## src/common/fmh_pkg.sv

```systemverilog
// Constants and types for the fax/modem host control block.
// Assumes a 200 MHz pclk; all times are derived from CLK_HZ here.
package fmh_pkg;
    // ****************************************************
    // Timing
    // ****************************************************
    localparam int CLK_HZ = 200_000_000;
    localparam int CONV_INIT_US = 5000;
    localparam int CONV_INIT_CYC = CONV_INIT_US * (CLK_HZ / 1_000_000);
    localparam int DTMF_MIN_MS = 40;
    localparam int DTMF_MIN_CYC = DTMF_MIN_MS * (CLK_HZ / 1000);
    localparam int VOICE_HZ = 9600;
    localparam int VOICE_CYC = CLK_HZ / VOICE_HZ;
    // ****************************************************
    // Map: word index, byte address is index times four
    // ****************************************************
    localparam int RAM_DEPTH = 64;
    localparam logic [6:0] IDX_CMD = 7'h00;
    localparam logic [6:0] IDX_VRX = 7'h3e;
    localparam logic [6:0] IDX_VTX = 7'h3f;
    localparam logic [6:0] IDX_MASK = 7'h40;
    localparam logic [6:0] IDX_SRC = 7'h41;
    localparam logic [6:0] IDX_CTRL = 7'h42;
    localparam logic [6:0] IDX_STAT = 7'h43;
    localparam logic [6:0] IDX_DSEL = 7'h44;
    localparam logic [6:0] IDX_DTHR = 7'h45;
    localparam logic [6:0] IDX_RATE = 7'h46;
    localparam logic [6:0] IDX_DIGIT = 7'h47;
    // ****************************************************
    // Commands, fields, reset values, limits
    // ****************************************************
    localparam logic [7:0] CMD_INIT = 8'h01;
    localparam logic [7:0] CMD_SLEEP = 8'h02;
    localparam int SRC_DIGIT = 0;
    localparam int SRC_WAKE = 1;
    localparam int SRC_ACK = 6;
    localparam int N_TGEN = 4;
    localparam int N_TDET = 16;
    localparam int CTRL_DTMF = 4;
    localparam int CTRL_VOICE = 5;
    localparam int CTRL_LOOP = 6;
    localparam logic [7:0] CTRL_RESET = 8'h00;
    localparam logic [7:0] MASK_RESET = 8'h00;
    localparam logic [15:0] RATE_RESET = 16'h2580;
    localparam logic [5:0] DTMF_MAX_ATT = 6'h23;
    localparam logic signed [5:0] TWIST_DB = 6'sh08;
    localparam logic [5:0] THR_MIN_ATT = 6'h0a;
    localparam logic [5:0] THR_MAX_ATT = 6'h2d;
    // Tone report from the detector datapath, same clock
    typedef struct packed {
        logic present;
        logic [5:0] power_att;
        logic signed [5:0] twist;
        logic [3:0] digit;
    } fmh_dtmf_t;
    typedef enum logic [3:0] {
        ST_CLEAR = 4'h1,
        ST_CONV = 4'h2,
        ST_READY = 4'h4,
        ST_SLEEP = 4'h8
    } fmh_state_t;
endpackage : fmh_pkg

```

## src/hdl/fmh_host_ctrl.sv

```systemverilog
// Host port, reset sequence, sleep, tones and voice path of the modem.
// Assumes an APB master on pclk and a same-clock tone/voice datapath.
`timescale 1ns/1ps
`default_nettype none
module fmh_host_ctrl
    import fmh_pkg::*;
#(
    parameter int CONV_CYCLES = CONV_INIT_CYC,
    parameter int DTMF_CYCLES = DTMF_MIN_CYC,
    parameter int VOICE_CYCLES = VOICE_CYC,
    parameter bit FULL_VARIANT = 1'b1
) (
    // Clock, reset, enable
    input wire logic pclk,
    input wire logic presetn,
    input wire logic ce,
    // APB slave
    input wire logic psel,
    input wire logic penable,
    input wire logic pwrite,
    input wire logic [8:0] paddr,
    input wire logic [31:0] pwdata,
    output logic [31:0] prdata,
    output logic pready,
    output logic pslverr,
    // Host pins
    input wire logic bus_style_select,
    input wire logic ring,
    output logic access_ack_n_o,
    output logic access_ack_n_oe,
    output logic host_irq_n_o,
    output logic host_irq_n_oe,
    // Datapath
    input wire logic [12:0] line_sample,
    input wire fmh_dtmf_t dtmf_in,
    output logic [12:0] line_out,
    output logic [N_TGEN-1:0] tone_gen_en,
    output logic loopback,
    output logic conv_init,
    output logic asleep
);
    // ****************************************************
    // A-law helpers
    // ****************************************************
    function automatic logic [7:0] alaw_enc(input logic [12:0] s);
        logic [11:0] m;
        logic [2:0] seg;
        logic [3:0] q;
        m = s[12] ? ~s[11:0] : s[11:0];
        seg = 3'h0;
        for (int i = 1; i < 8; i++) begin
            if (m[i + 4]) begin
                seg = 3'(i);
            end
        end
        q = (seg == 3'h0) ? m[4:1] : m[int'(seg) + 3 -: 4];
        return {~s[12], seg, q} ^ 8'h55;
    endfunction : alaw_enc

    function automatic logic [12:0] alaw_dec(input logic [7:0] c);
        logic [7:0] x;
        logic [11:0] m;
        x = c ^ 8'h55;
        m = {6'h00, x[3:0], 2'h1};
        if (x[6:4] != 3'h0) begin
            m = ({6'h00, 1'b1, x[3:0], 1'b1}) << (x[6:4] - 3'h1);
        end
        return x[7] ? {1'b0, m} : 13'(-{1'b0, m});
    endfunction : alaw_dec

    // ****************************************************
    // State
    // ****************************************************
    fmh_state_t state_r;
    logic [7:0] ram_r [RAM_DEPTH];
    logic [5:0] clr_idx_r;
    logic [31:0] conv_cnt_r;
    logic [7:0] mask_r, src_r, ctrl_r, digit_r;
    logic [3:0] dsel_r;
    logic [5:0] thr_r [N_TDET];
    logic [15:0] rate_r;
    logic [31:0] prdata_r;
    logic pready_r, pslverr_r;
    logic [2:0] ring_s, style_s;
    logic ring_lvl_r, ring_prev_r;
    logic [31:0] dur_r, vcnt_r;
    logic digit_ok;

    wire logic [6:0] idx = paddr[8:2];
    wire logic acc = psel & penable & ce;
    wire logic wr_go = acc & pready_r & pwrite & ~pslverr_r;
    wire logic is_ram = (idx < 7'(RAM_DEPTH));
    wire logic mapped = is_ram | (idx <= IDX_DIGIT);
    wire logic ready = (state_r == ST_READY);
    wire logic cmd_go = wr_go & (idx == IDX_CMD) & ready;
    wire logic ring_rise = ring_lvl_r & ~ring_prev_r;
    wire logic vtick = (vcnt_r == 32'(VOICE_CYCLES - 1));
    wire logic [5:0] twist_abs = dtmf_in.twist[5] ?
        6'(-dtmf_in.twist) : dtmf_in.twist;

    // ****************************************************
    // Pin synchronisers: ring level taken once last two stages agree
    // ****************************************************
    always_ff @(posedge pclk or negedge presetn) begin
        if (!presetn) begin
            ring_s <= 3'h0;
            style_s <= 3'h0;
            ring_lvl_r <= 1'b0;
            ring_prev_r <= 1'b0;
        end else if (ce) begin
            ring_s <= {ring_s[1:0], ring};
            style_s <= {style_s[1:0], bus_style_select};
            if (ring_s[1] == ring_s[2]) begin
                ring_lvl_r <= ring_s[2];
            end
            ring_prev_r <= ring_lvl_r;
        end
    end

    // ****************************************************
    // Reset sequence and command handling
    // ****************************************************
    always_ff @(posedge pclk or negedge presetn) begin
        if (!presetn) begin
            state_r <= ST_CLEAR;
            clr_idx_r <= 6'h00;
            conv_cnt_r <= 32'h0;
        end else if (ce) begin
            case (state_r)
                ST_CLEAR: begin
                    clr_idx_r <= clr_idx_r + 6'h01;
                    if (clr_idx_r == 6'(RAM_DEPTH - 1)) begin
                        state_r <= ST_CONV;
                        conv_cnt_r <= 32'h0;
                    end
                end
                ST_CONV: begin
                    conv_cnt_r <= conv_cnt_r + 32'h1;
                    if (conv_cnt_r == 32'(CONV_CYCLES - 1)) begin
                        state_r <= ST_READY;
                    end
                end
                ST_READY: begin
                    // Commands only count once the sequence is over
                    if (cmd_go && pwdata[7:0] == CMD_INIT) begin
                        state_r <= ST_CLEAR;
                        clr_idx_r <= 6'h00;
                    end else if (cmd_go && pwdata[7:0] == CMD_SLEEP) begin
                        state_r <= ST_SLEEP;
                    end
                end
                ST_SLEEP: begin
                    // Reduced part ignores ring and writes here
                    if (FULL_VARIANT && (ring_rise || wr_go)) begin
                        state_r <= ST_READY;
                    end
                end
                default: state_r <= ST_CLEAR;
            endcase
        end
    end

    // ****************************************************
    // Shared RAM: clear, host writes, voice sample
    // ****************************************************
    always_ff @(posedge pclk or negedge presetn) begin
        if (!presetn) begin
            for (int i = 0; i < RAM_DEPTH; i++) begin
                ram_r[i] <= 8'h00;
            end
        end else if (ce) begin
            if (state_r == ST_CLEAR) begin
                ram_r[clr_idx_r] <= 8'h00;
            end else if (wr_go && is_ram) begin
                ram_r[idx[5:0]] <= pwdata[7:0];
            end
            if (state_r == ST_CONV && conv_cnt_r == 32'(CONV_CYCLES - 1)) begin
                ram_r[IDX_CMD[5:0]] <= 8'h00;
            end
            if (ready && vtick && ctrl_r[CTRL_VOICE]) begin
                // Loop-back feeds the decoded output to the coder
                ram_r[IDX_VRX[5:0]] <= alaw_enc(ctrl_r[CTRL_LOOP] ?
                    line_out : line_sample);
            end
        end
    end

    // ****************************************************
    // Voice sample clock and line output
    // ****************************************************
    always_ff @(posedge pclk or negedge presetn) begin
        if (!presetn) begin
            vcnt_r <= 32'h0;
            line_out <= 13'h0000;
        end else if (ce) begin
            vcnt_r <= vtick ? 32'h0 : vcnt_r + 32'h1;
            if (vtick && ctrl_r[CTRL_VOICE]) begin
                line_out <= alaw_dec(ram_r[IDX_VTX[5:0]]);
            end
        end
    end

    // ****************************************************
    // Control registers; init restores ctrl and rate only, not irqs
    // ****************************************************
    always_ff @(posedge pclk or negedge presetn) begin
        if (!presetn) begin
            mask_r <= MASK_RESET;
            ctrl_r <= CTRL_RESET;
            rate_r <= RATE_RESET;
            dsel_r <= 4'h0;
            for (int i = 0; i < N_TDET; i++) begin
                thr_r[i] <= THR_MAX_ATT;
            end
        end else if (ce) begin
            if (state_r == ST_CLEAR) begin
                ctrl_r <= CTRL_RESET;
                rate_r <= RATE_RESET;
            end else if (wr_go) begin
                case (idx)
                    IDX_MASK: mask_r <= pwdata[7:0];
                    IDX_CTRL: ctrl_r <= pwdata[7:0];
                    IDX_DSEL: dsel_r <= pwdata[3:0];
                    IDX_RATE: rate_r <= pwdata[15:0];
                    IDX_DTHR: begin
                        // Out of range settings saturate to the edge
                        if (pwdata[5:0] < THR_MIN_ATT) begin
                            thr_r[dsel_r] <= THR_MIN_ATT;
                        end else if (pwdata[5:0] > THR_MAX_ATT) begin
                            thr_r[dsel_r] <= THR_MAX_ATT;
                        end else begin
                            thr_r[dsel_r] <= pwdata[5:0];
                        end
                    end
                    default: ;
                endcase
            end
        end
    end

    // ****************************************************
    // DTMF validity: power, twist, and held long enough
    // ****************************************************
    assign digit_ok = dtmf_in.present && dtmf_in.power_att < DTMF_MAX_ATT
        && twist_abs <= 6'(TWIST_DB);
    always_ff @(posedge pclk or negedge presetn) begin
        if (!presetn) begin
            dur_r <= 32'h0;
            digit_r <= 8'h00;
        end else if (ce) begin
            dur_r <= !digit_ok ? 32'h0 :
                (dur_r <= 32'(DTMF_CYCLES) ? dur_r + 32'h1 : dur_r);
            if (dur_r == 32'(DTMF_CYCLES)) begin
                digit_r <= {4'h0, dtmf_in.digit};
            end
        end
    end

    // ****************************************************
    // Interrupt source: write one to clear, set wins
    // ****************************************************
    always_ff @(posedge pclk or negedge presetn) begin
        if (!presetn) begin
            src_r <= 8'h00;
        end else if (ce) begin
            logic [7:0] set_v;
            set_v = 8'h00;
            set_v[SRC_ACK] = state_r == ST_CONV
                && conv_cnt_r == 32'(CONV_CYCLES - 1);
            set_v[SRC_DIGIT] = dur_r == 32'(DTMF_CYCLES);
            set_v[SRC_WAKE] = state_r == ST_SLEEP && FULL_VARIANT
                && (ring_rise || wr_go);
            if (wr_go && idx == IDX_SRC) begin
                src_r <= (src_r & ~pwdata[7:0]) | set_v;
            end else begin
                src_r <= src_r | set_v;
            end
        end
    end

    // ****************************************************
    // APB answer: one wait state, then ready for one cycle
    // ****************************************************
    always_ff @(posedge pclk or negedge presetn) begin
        if (!presetn) begin
            pready_r <= 1'b0;
            pslverr_r <= 1'b0;
            prdata_r <= 32'h0;
        end else if (ce) begin
            pready_r <= acc & ~pready_r;
            pslverr_r <= acc & ~pready_r & ~mapped;
            if (acc && !pready_r) begin
                prdata_r <= 32'h0;
                if (is_ram) begin
                    prdata_r <= {24'h0, ram_r[idx[5:0]]};
                end else begin
                    case (idx)
                        IDX_MASK: prdata_r <= {24'h0, mask_r};
                        IDX_SRC: prdata_r <= {24'h0, src_r};
                        IDX_CTRL: prdata_r <= {24'h0, ctrl_r};
                        IDX_STAT: prdata_r <= {28'h0, style_s[2],
                            FULL_VARIANT, state_r == ST_SLEEP, ready};
                        IDX_DSEL: prdata_r <= {28'h0, dsel_r};
                        IDX_DTHR: prdata_r <= {26'h0, thr_r[dsel_r]};
                        IDX_RATE: prdata_r <= {16'h0, rate_r};
                        IDX_DIGIT: prdata_r <= {24'h0, digit_r};
                        default: prdata_r <= 32'h0;
                    endcase
                end
            end
        end
    end

    // ****************************************************
    // Output flops: open-drain pins drive low when enabled
    // ****************************************************
    always_ff @(posedge pclk or negedge presetn) begin
        if (!presetn) begin
            access_ack_n_oe <= 1'b0;
            host_irq_n_oe <= 1'b0;
            tone_gen_en <= 4'h0;
            loopback <= 1'b0;
            conv_init <= 1'b0;
            asleep <= 1'b0;
        end else if (ce) begin
            access_ack_n_oe <= acc & ~pready_r;
            host_irq_n_oe <= |(src_r & mask_r);
            // DTMF takes generators two and three
            tone_gen_en <= ctrl_r[3:0] | {ctrl_r[CTRL_DTMF],
                ctrl_r[CTRL_DTMF], 2'h0};
            loopback <= ctrl_r[CTRL_LOOP];
            conv_init <= state_r != ST_READY && state_r != ST_SLEEP;
            asleep <= state_r == ST_SLEEP;
        end
    end
    assign access_ack_n_o = 1'b0;
    assign host_irq_n_o = 1'b0;
    assign prdata = prdata_r;
    assign pready = pready_r;
    assign pslverr = pslverr_r;
endmodule : fmh_host_ctrl
`default_nettype wire

```

## config.mk

```make
export PLATFORM = sky130hd
export DESIGN_NAME = fmh_host_ctrl
export DESIGN_NICKNAME = d
export VERILOG_FILES = /design/src/common/fmh_pkg.sv /design/src/hdl/fmh_host_ctrl.sv
export SDC_FILE = /design/constraint.sdc
export NUM_CORES = 2
export LEC_CHECK = 0
export BUFFER_PORTS_ARGS = -buffer_cell sky130_fd_sc_hd__buf_4
export CAP_MARGIN = 20
export CORE_MARGIN = 1.5
export CORE_UTILIZATION = 35
export CTS_CLUSTER_DIAMETER = 100
export DETAILED_ROUTE_END_ITERATION = 10
export HOLD_SLACK_MARGIN = 0.02
export PLACE_DENSITY = 0.63
export SETUP_SLACK_MARGIN = 0.1
export SYNTH_ARGS = -nofsm -noshare
export SYNTH_HDL_FRONTEND = slang
export SYNTH_SLANG_ARGS = --single-unit
export TNS_END_PERCENT = 1
```

## constraint.sdc

```tcl
create_clock -name pclk -period 2.5 [get_ports pclk]
set_clock_uncertainty 0.15 [all_clocks]
set_input_delay 0.5 -clock pclk [delete_from_list [all_inputs] [get_ports pclk]]
set_output_delay 0.5 -clock pclk [all_outputs]
set_load 0.05 [all_outputs]
```

After elaboration in Yosys (flattened, before gate mapping)
Index checks and enable logic that the tools add are counted.
{"block": "word_totals", "register_bits": 825, "input_bits": 79, "output_inout_bits": 58, "word_cells": 296}
{"block": "op_classes", "n_addsub": 8, "magnitude_cmp": 13, "n_eq_ne": 27, "n_shift": 2, "n_mux": 59, "bitwise_logic": 37, "reduce_logical": 46}
{"operator": "512-bit two-way mux", "n": 2}
{"operator": "512-bit AND", "n": 1}
{"operator": "512-bit bitwise mux", "n": 1}
{"operator": "512-bit inverter", "n": 1}
{"operator": "96-bit two-way mux", "n": 2}
{"operator": "32-bit two-way mux", "n": 4}
{"operator": "16-bit case mux with 8 select lines", "n": 1}
{"operator": "32-bit by 1-bit adder with 32-bit output, second input constant", "n": 3}
{"operator": "96-bit bitwise mux", "n": 1}
{"operator": "8-bit demux with 6-bit select", "n": 2}
{"operator": "8-bit two-way mux", "n": 10}
{"operator": "64-bit AND", "n": 1}
{"operator": "16-bit two-way mux", "n": 4}
{"operator": "64-bit inverter", "n": 1}
{"operator": "64-bit OR", "n": 1}
{"operator": "32-bit case mux with 2 select lines", "n": 1}
{"operator": "7-bit equality test, second input constant", "n": 8}
{"operator": "8-bit binary-select mux with 6-bit select", "n": 1}
{"operator": "12-bit two-way mux", "n": 4}
{"operator": "32-bit AND", "n": 1}
{"operator": "32-bit by 15-bit equality test with 1-bit output, second input constant", "n": 1}
{"operator": "32-bit by 20-bit equality test with 1-bit output, second input constant", "n": 1}
{"operator": "32-bit by 23-bit equality test with 1-bit output, second input constant", "n": 1}
{"operator": "32-bit by 23-bit less-or-equal comparator with 1-bit output, second input constant", "n": 1}
{"operator": "64 further kinds", "n": 138}

Depth between registers and ports, before layout
{"block": "depth", "ltp_word": 17, "mapped_depth": 12, "depth_no_buf": 11}

Least setup slack after synthesis
Ideal clock, no wire load.
{"block": "synth_path", "kind": "input to register", "startpoint": "input port paddr[2]", "endpoint": "register prdata_r[3] (netlist: prdata[3])", "setup_ns": 0.141, "t_arrival_ns": 2.880, "required_time_ns": 2.209, "slack_ns": -0.671, "path_stages": 7, "n_path_buf": 3, "path_cell_list": "buf_2 -> buf_1 -> buf_2 -> mux4_2 -> mux4_2 -> a221oi_1 -> a41oi_1"}
{"block": "synth_via", "elab_chain_len": 5, "elab_cells_between_ends": 15, "classes_between": "order compare: 1; eq/ne: 8; mux: 5; bitwise: 1"}
{"item": "start, declared", "line_no": "fmh_host_ctrl.sv:21", "text": "input wire logic [8:0] paddr,"}
{"item": "6-bit inverter with 7-bit output (implied by the code)", "line_no": "fmh_host_ctrl.sv:295", "text": "prdata_r <= {24'h0, ram_r[idx[5:0]]};"}
{"item": "8-bit binary-select mux with 6-bit select", "line_no": "fmh_host_ctrl.sv:295"}
{"item": "8-bit two-way mux (implied by the code) (2 in series)", "line_no": "fmh_host_ctrl.sv:295"}
{"item": "16-bit two-way mux (*)", "line_no": "fmh_host_ctrl.sv:294", "text": "if (is_ram) begin"}
{"item": "end signal, assigned", "line_no": "fmh_host_ctrl.sv:295"}
{"item": "end signal, assigned", "line_no": "fmh_host_ctrl.sv:298", "text": "IDX_MASK: prdata_r <= {24'h0, mask_r};"}
{"item": "end signal, assigned", "line_no": "fmh_host_ctrl.sv:299", "text": "IDX_SRC: prdata_r <= {24'h0, src_r};"}
{"item": "end, declared", "line_no": "fmh_host_ctrl.sv:82", "text": "logic [31:0] prdata_r;"}
Mark *: on every way between the ends. The rest lies on a longest branch, timed or not. The select of a mux whose other input is x is not followed.
A chain may end at the register's enable or synchronous reset.

Worst setup path in the final report
{"block": "layout_path", "startpoint": "register vcnt_r[7]", "endpoint": "register ram_r[8] in the netlist's numbering"}
{"block": "layout_via", "elab_chain_len": 5, "elab_cells_between_ends": 6, "classes_between": "eq/ne: 1; mux: 1; reduce/logical: 4"}
{"item": "start, declared", "line_no": "fmh_host_ctrl.sv:86", "text": "logic [31:0] dur_r, vcnt_r;"}
{"item": "start signal, assigned", "line_no": "fmh_host_ctrl.sv:196", "text": "vcnt_r <= vtick ? 32'h0 : vcnt_r + 32'h1;"}
{"item": "32-bit by 15-bit equality test with 1-bit output (*)", "line_no": "fmh_host_ctrl.sv:97", "text": "wire logic vtick = (vcnt_r == 32'(VOICE_CYCLES - 1));"}
{"item": "1-bit logical AND (*) (2 in series)", "line_no": "fmh_host_ctrl.sv:180", "text": "if (ready && vtick && ctrl_r[CTRL_VOICE]) begin"}
{"item": "3-bit nonzero test (no source line)"}
{"item": "2-bit AND reduction (no source line)"}
{"item": "end signal, assigned by index", "line_no": "fmh_host_ctrl.sv:175", "text": "ram_r[idx[5:0]] <= pwdata[7:0];"}
{"item": "end signal, assigned by index", "line_no": "fmh_host_ctrl.sv:182", "text": "ram_r[IDX_VRX[5:0]] <= alaw_enc(ctrl_r[CTRL_LOOP] ?"}
{"item": "end, declared", "line_no": "fmh_host_ctrl.sv:75", "text": "logic [7:0] ram_r [RAM_DEPTH];"}
Mark *: on every way between the ends. The rest lies on a longest branch, timed or not.

==> qor.txt <==
result of the run: finished with violations
failing checks: negative setup slack
P_leak: 21.1 nW
Crit Path Category: flip-flop to flip-flop
CP required: 2910 ps
Least-Margin Pin Slew: 704 ps
final core utilization: 0.441
Overflow after GRT: 0
CP endpoint kind: flip-flop
CTS tree: done
Cell variety after synth: 81
Clock Path Buffers: 3
Mapped Cells: 3349
CTS root buf: clkbuf_16
first-pass GRT wire length: 189000 um
FFs w/ async S/R, synth: 1.00
max-capacitance violation count: 0
largest net degree at the start of global routing: 109
share of layout cells above drive strength 1: 0.301
clk_lat worst skew: 670 ps
Core Footprint: 109000 um2
Finished Layout Cells: 5305
top cell type by total area after synthesis: dfrtp_1
Initial Util: 0.354
Reg area: 20300 um2
Tmin final: 2690 ps
Fin Setup TNS: -2720 ps
Row Count: 121
Area after DPL: 44400 um2
Cells after DPL: 5123
initial antenna violation count: 7
pwr/cell area: 676 nW/um2
Die Ht: 335 um
Synth Flop Type: dfrtp_1
WP data arrival: 3100 ps
number of remaining DRC errors: 0
hold crit path type: input pin to flip-flop
synth top area cells: dfrtp_1 (48%), mux4_2 (11%), a22o_1 (8.9%), dfstp_2 (4.7%), o21ai_0 (4.0%)
final hold vios: 0
clk sinks: 809
RSZ-0062 raised after global routing: true
RD Place Congestion: 0.962
1st-iter DRT viols: 2939
Yosys top cell area share: 0.480
Total GRT Usage: 0.218
Final Max Tran Viols: 0
CTS clk-pin slew, worst paths: 60 ps
Max Clock Freq: 371 MHz
Synth Cell Area: 38600 um2
Seq cells post-synth: 809
H-Tree Depth: 3
total power: 32.5 mW
final WL: 123000 um
worst vdd ir: 0.000504 V
Post-synth top cells: dfrtp_1 (740), a22o_1 (391), nand2_1 (381)
# fillers: 10100
DP HPWL: 86800 um
part of the Yosys area used for sequential elements: 0.527
relative slew slack: 0.529
post-route cell area: 48100 um2
Avg Synthesized Cell Area: 11.5 um2
EDFF count, synth: 0
vias per cell: 5.77
Synth Warn #: 0
PnR worst setup slack: -192 ps
Top Ports: 137
Die ar.: 112000 um2
drt first pass iters: 5
nets@finish: 3905
# setup viols final: 22
Max Fanout on Critical Path: 4
Area Growth Syn to Fin: 24.7%
port buffer count: 99
multi-input logic area: 17700 um2
vias: 30600
mean routed wirelength per cell: 23.2 um
count leader, synth: dfrtp_1
Critical Path Start Type: flip-flop
post-route ant nets: 0
Die Width: 335 um
fin crit share: 1.08
vias in the first global route: 30300
TritonCTS Buffers: 87
cell type report:
class | count | area share
Tap cell | 1414 | 0.0368
Antenna cell | 1 | 0.0000521
Inverter | 30 | 0.00234
Multi-Input combinational cell | 2292 | 0.368
Timing Repair Buffer | 596 | 0.109
Clock inverter | 37 | 0.00812
Clock buffer | 126 | 0.0530
Sequential cell | 809 | 0.423
cells by family after synthesis:
group | count (synthesis) | synth area share
AO/OA/AOI/OAI | 937 | 0.169
buffers and inverters | 265 | 0.0289
AND/OR/NAND/NOR | 942 | 0.112
multiplexers | 280 | 0.135
flip-flops | 809 | 0.527
adder cells (fa/ha/maj) | 10 | 0.00325
XOR/XNOR | 105 | 0.0239
other | 1 | 0.0000973
metrics by stage:
stage,setup WS [ps],hold WS [ps]
6_report,-192,70.5
5_1_grt,-304,64.7
4_1_cts,-184,41.2
3_5_place_dp,-578,235
3_3_place_gp,-622,230
2_1_floorplan,-441,54.4
state kept, by name, summed over array words and instances (netlist names), 3 cells and up:
name and flops:
ram_r 512, thr_r 96, conv_cnt_r 32, dur_r 32, vcnt_r 32, prdata 16, rate_r 16, line_out 13
ctrl_r 8, mask_r 8, src_r 8, clr_idx_r 6, digit_r 4, dsel_r 4, state_r 4, tone_gen_en 4
ring_s 3, style_s 3
final timing paths:
| kind | startpoint | endpoint | slack [ps] | cells past startpoint |
|---|---|---|---|---|
| min in group asynchronous | presetn | ram_r[184]$_DFFE_PN0P_ | 170 | 2 |
| max in group asynchronous | presetn | ram_r[241]$_DFFE_PN0P_ | 1070 | 4 |
| worst min register to register | prdata[14]$_DFFE_PN0P_ | prdata[14]$_DFFE_PN0P_ | 320 | 2 |
| worst max-delay path | vcnt_r[7]$_DFFE_PN0P_ | ram_r[8]$_DFFE_PN0P_ | -190 | 8 |
| worst min-delay path | pwdata[7] | src_r[7]$_DFFE_PN0P_ | 70 | 3 |
| worst max register to register | vcnt_r[7]$_DFFE_PN0P_ | ram_r[8]$_DFFE_PN0P_ | -190 | 8 |
where the power goes:
group / internal [mW] / leakage, nW / switching (mW) / total [mW]
Combinational: 1.78 / 8.69 / 3.98 / 5.75
Clock: 7.64 / 1.45 / 5.55 / 13.2
Sequential: 13.3 / 11.0 / 0.230 / 13.5
Total: 22.7 / 21.1 / 9.76 / 32.5
cell usage in the layout (no fill, tap or decap), types with 10 or more instances in the layout:
master         count
nor2b_1           18
a21oi_1           76
clkinv_2          17
nand2_2           12
xnor2_1           39
nor2_4            13
a22o_1           391
dfstp_2           69
nor3_1            64
clkbuf_1          18
o21ai_0          289
mux2_2            64
nand2_1          368
buf_12            46
and3_1            14
buf_6             23
dfrtp_1          737
conb_1            18
a22oi_1           14
dlygate4sd3_1     16
mux2i_1           25
o21ai_1           40
a31oi_1           10
inv_1             25
clkbuf_8          20
mux4_2           186
nand4_1           30
nor2_1           220
clkbuf_16         88
xor2_1            66
nand2b_1          10
nand3_1           77
buf_4            506
and2_1            10
o21ai_2           20
or3_1             11
nand3b_1          10
timing repair:
item	CTS	global route
hold endpoints to repair	336	0
resized for setup	62	83
hold buffers	16	0
pin swaps	32	29
gates cloned	0	0
setup endpoints to repair	676	336
setup buffers	2	0
critical path, cell delays in order, from the launching register on:
cell      delay, ps
dfrtp_1         370
or4b_1          530
or4_4           450
nor3_4          220
and3_4          250
a211oi_1         70
a311oi_1        270
o211ai_1        140
a21oi_1         140
routing by layer:
metal | global-route usage | wire (um) | vias to the layer above
met3 | 0.0451 | 9460 | 267
met2 | 0.328 | 55100 | 1329
met4 | 0.0868 | 5180 | 8
met1 | 0.307 | 53000 | 15600
li1 | - | - | 13400
met5 | 0 | 57 | -
Note: power is estimated with default switching activity, not from simulation.
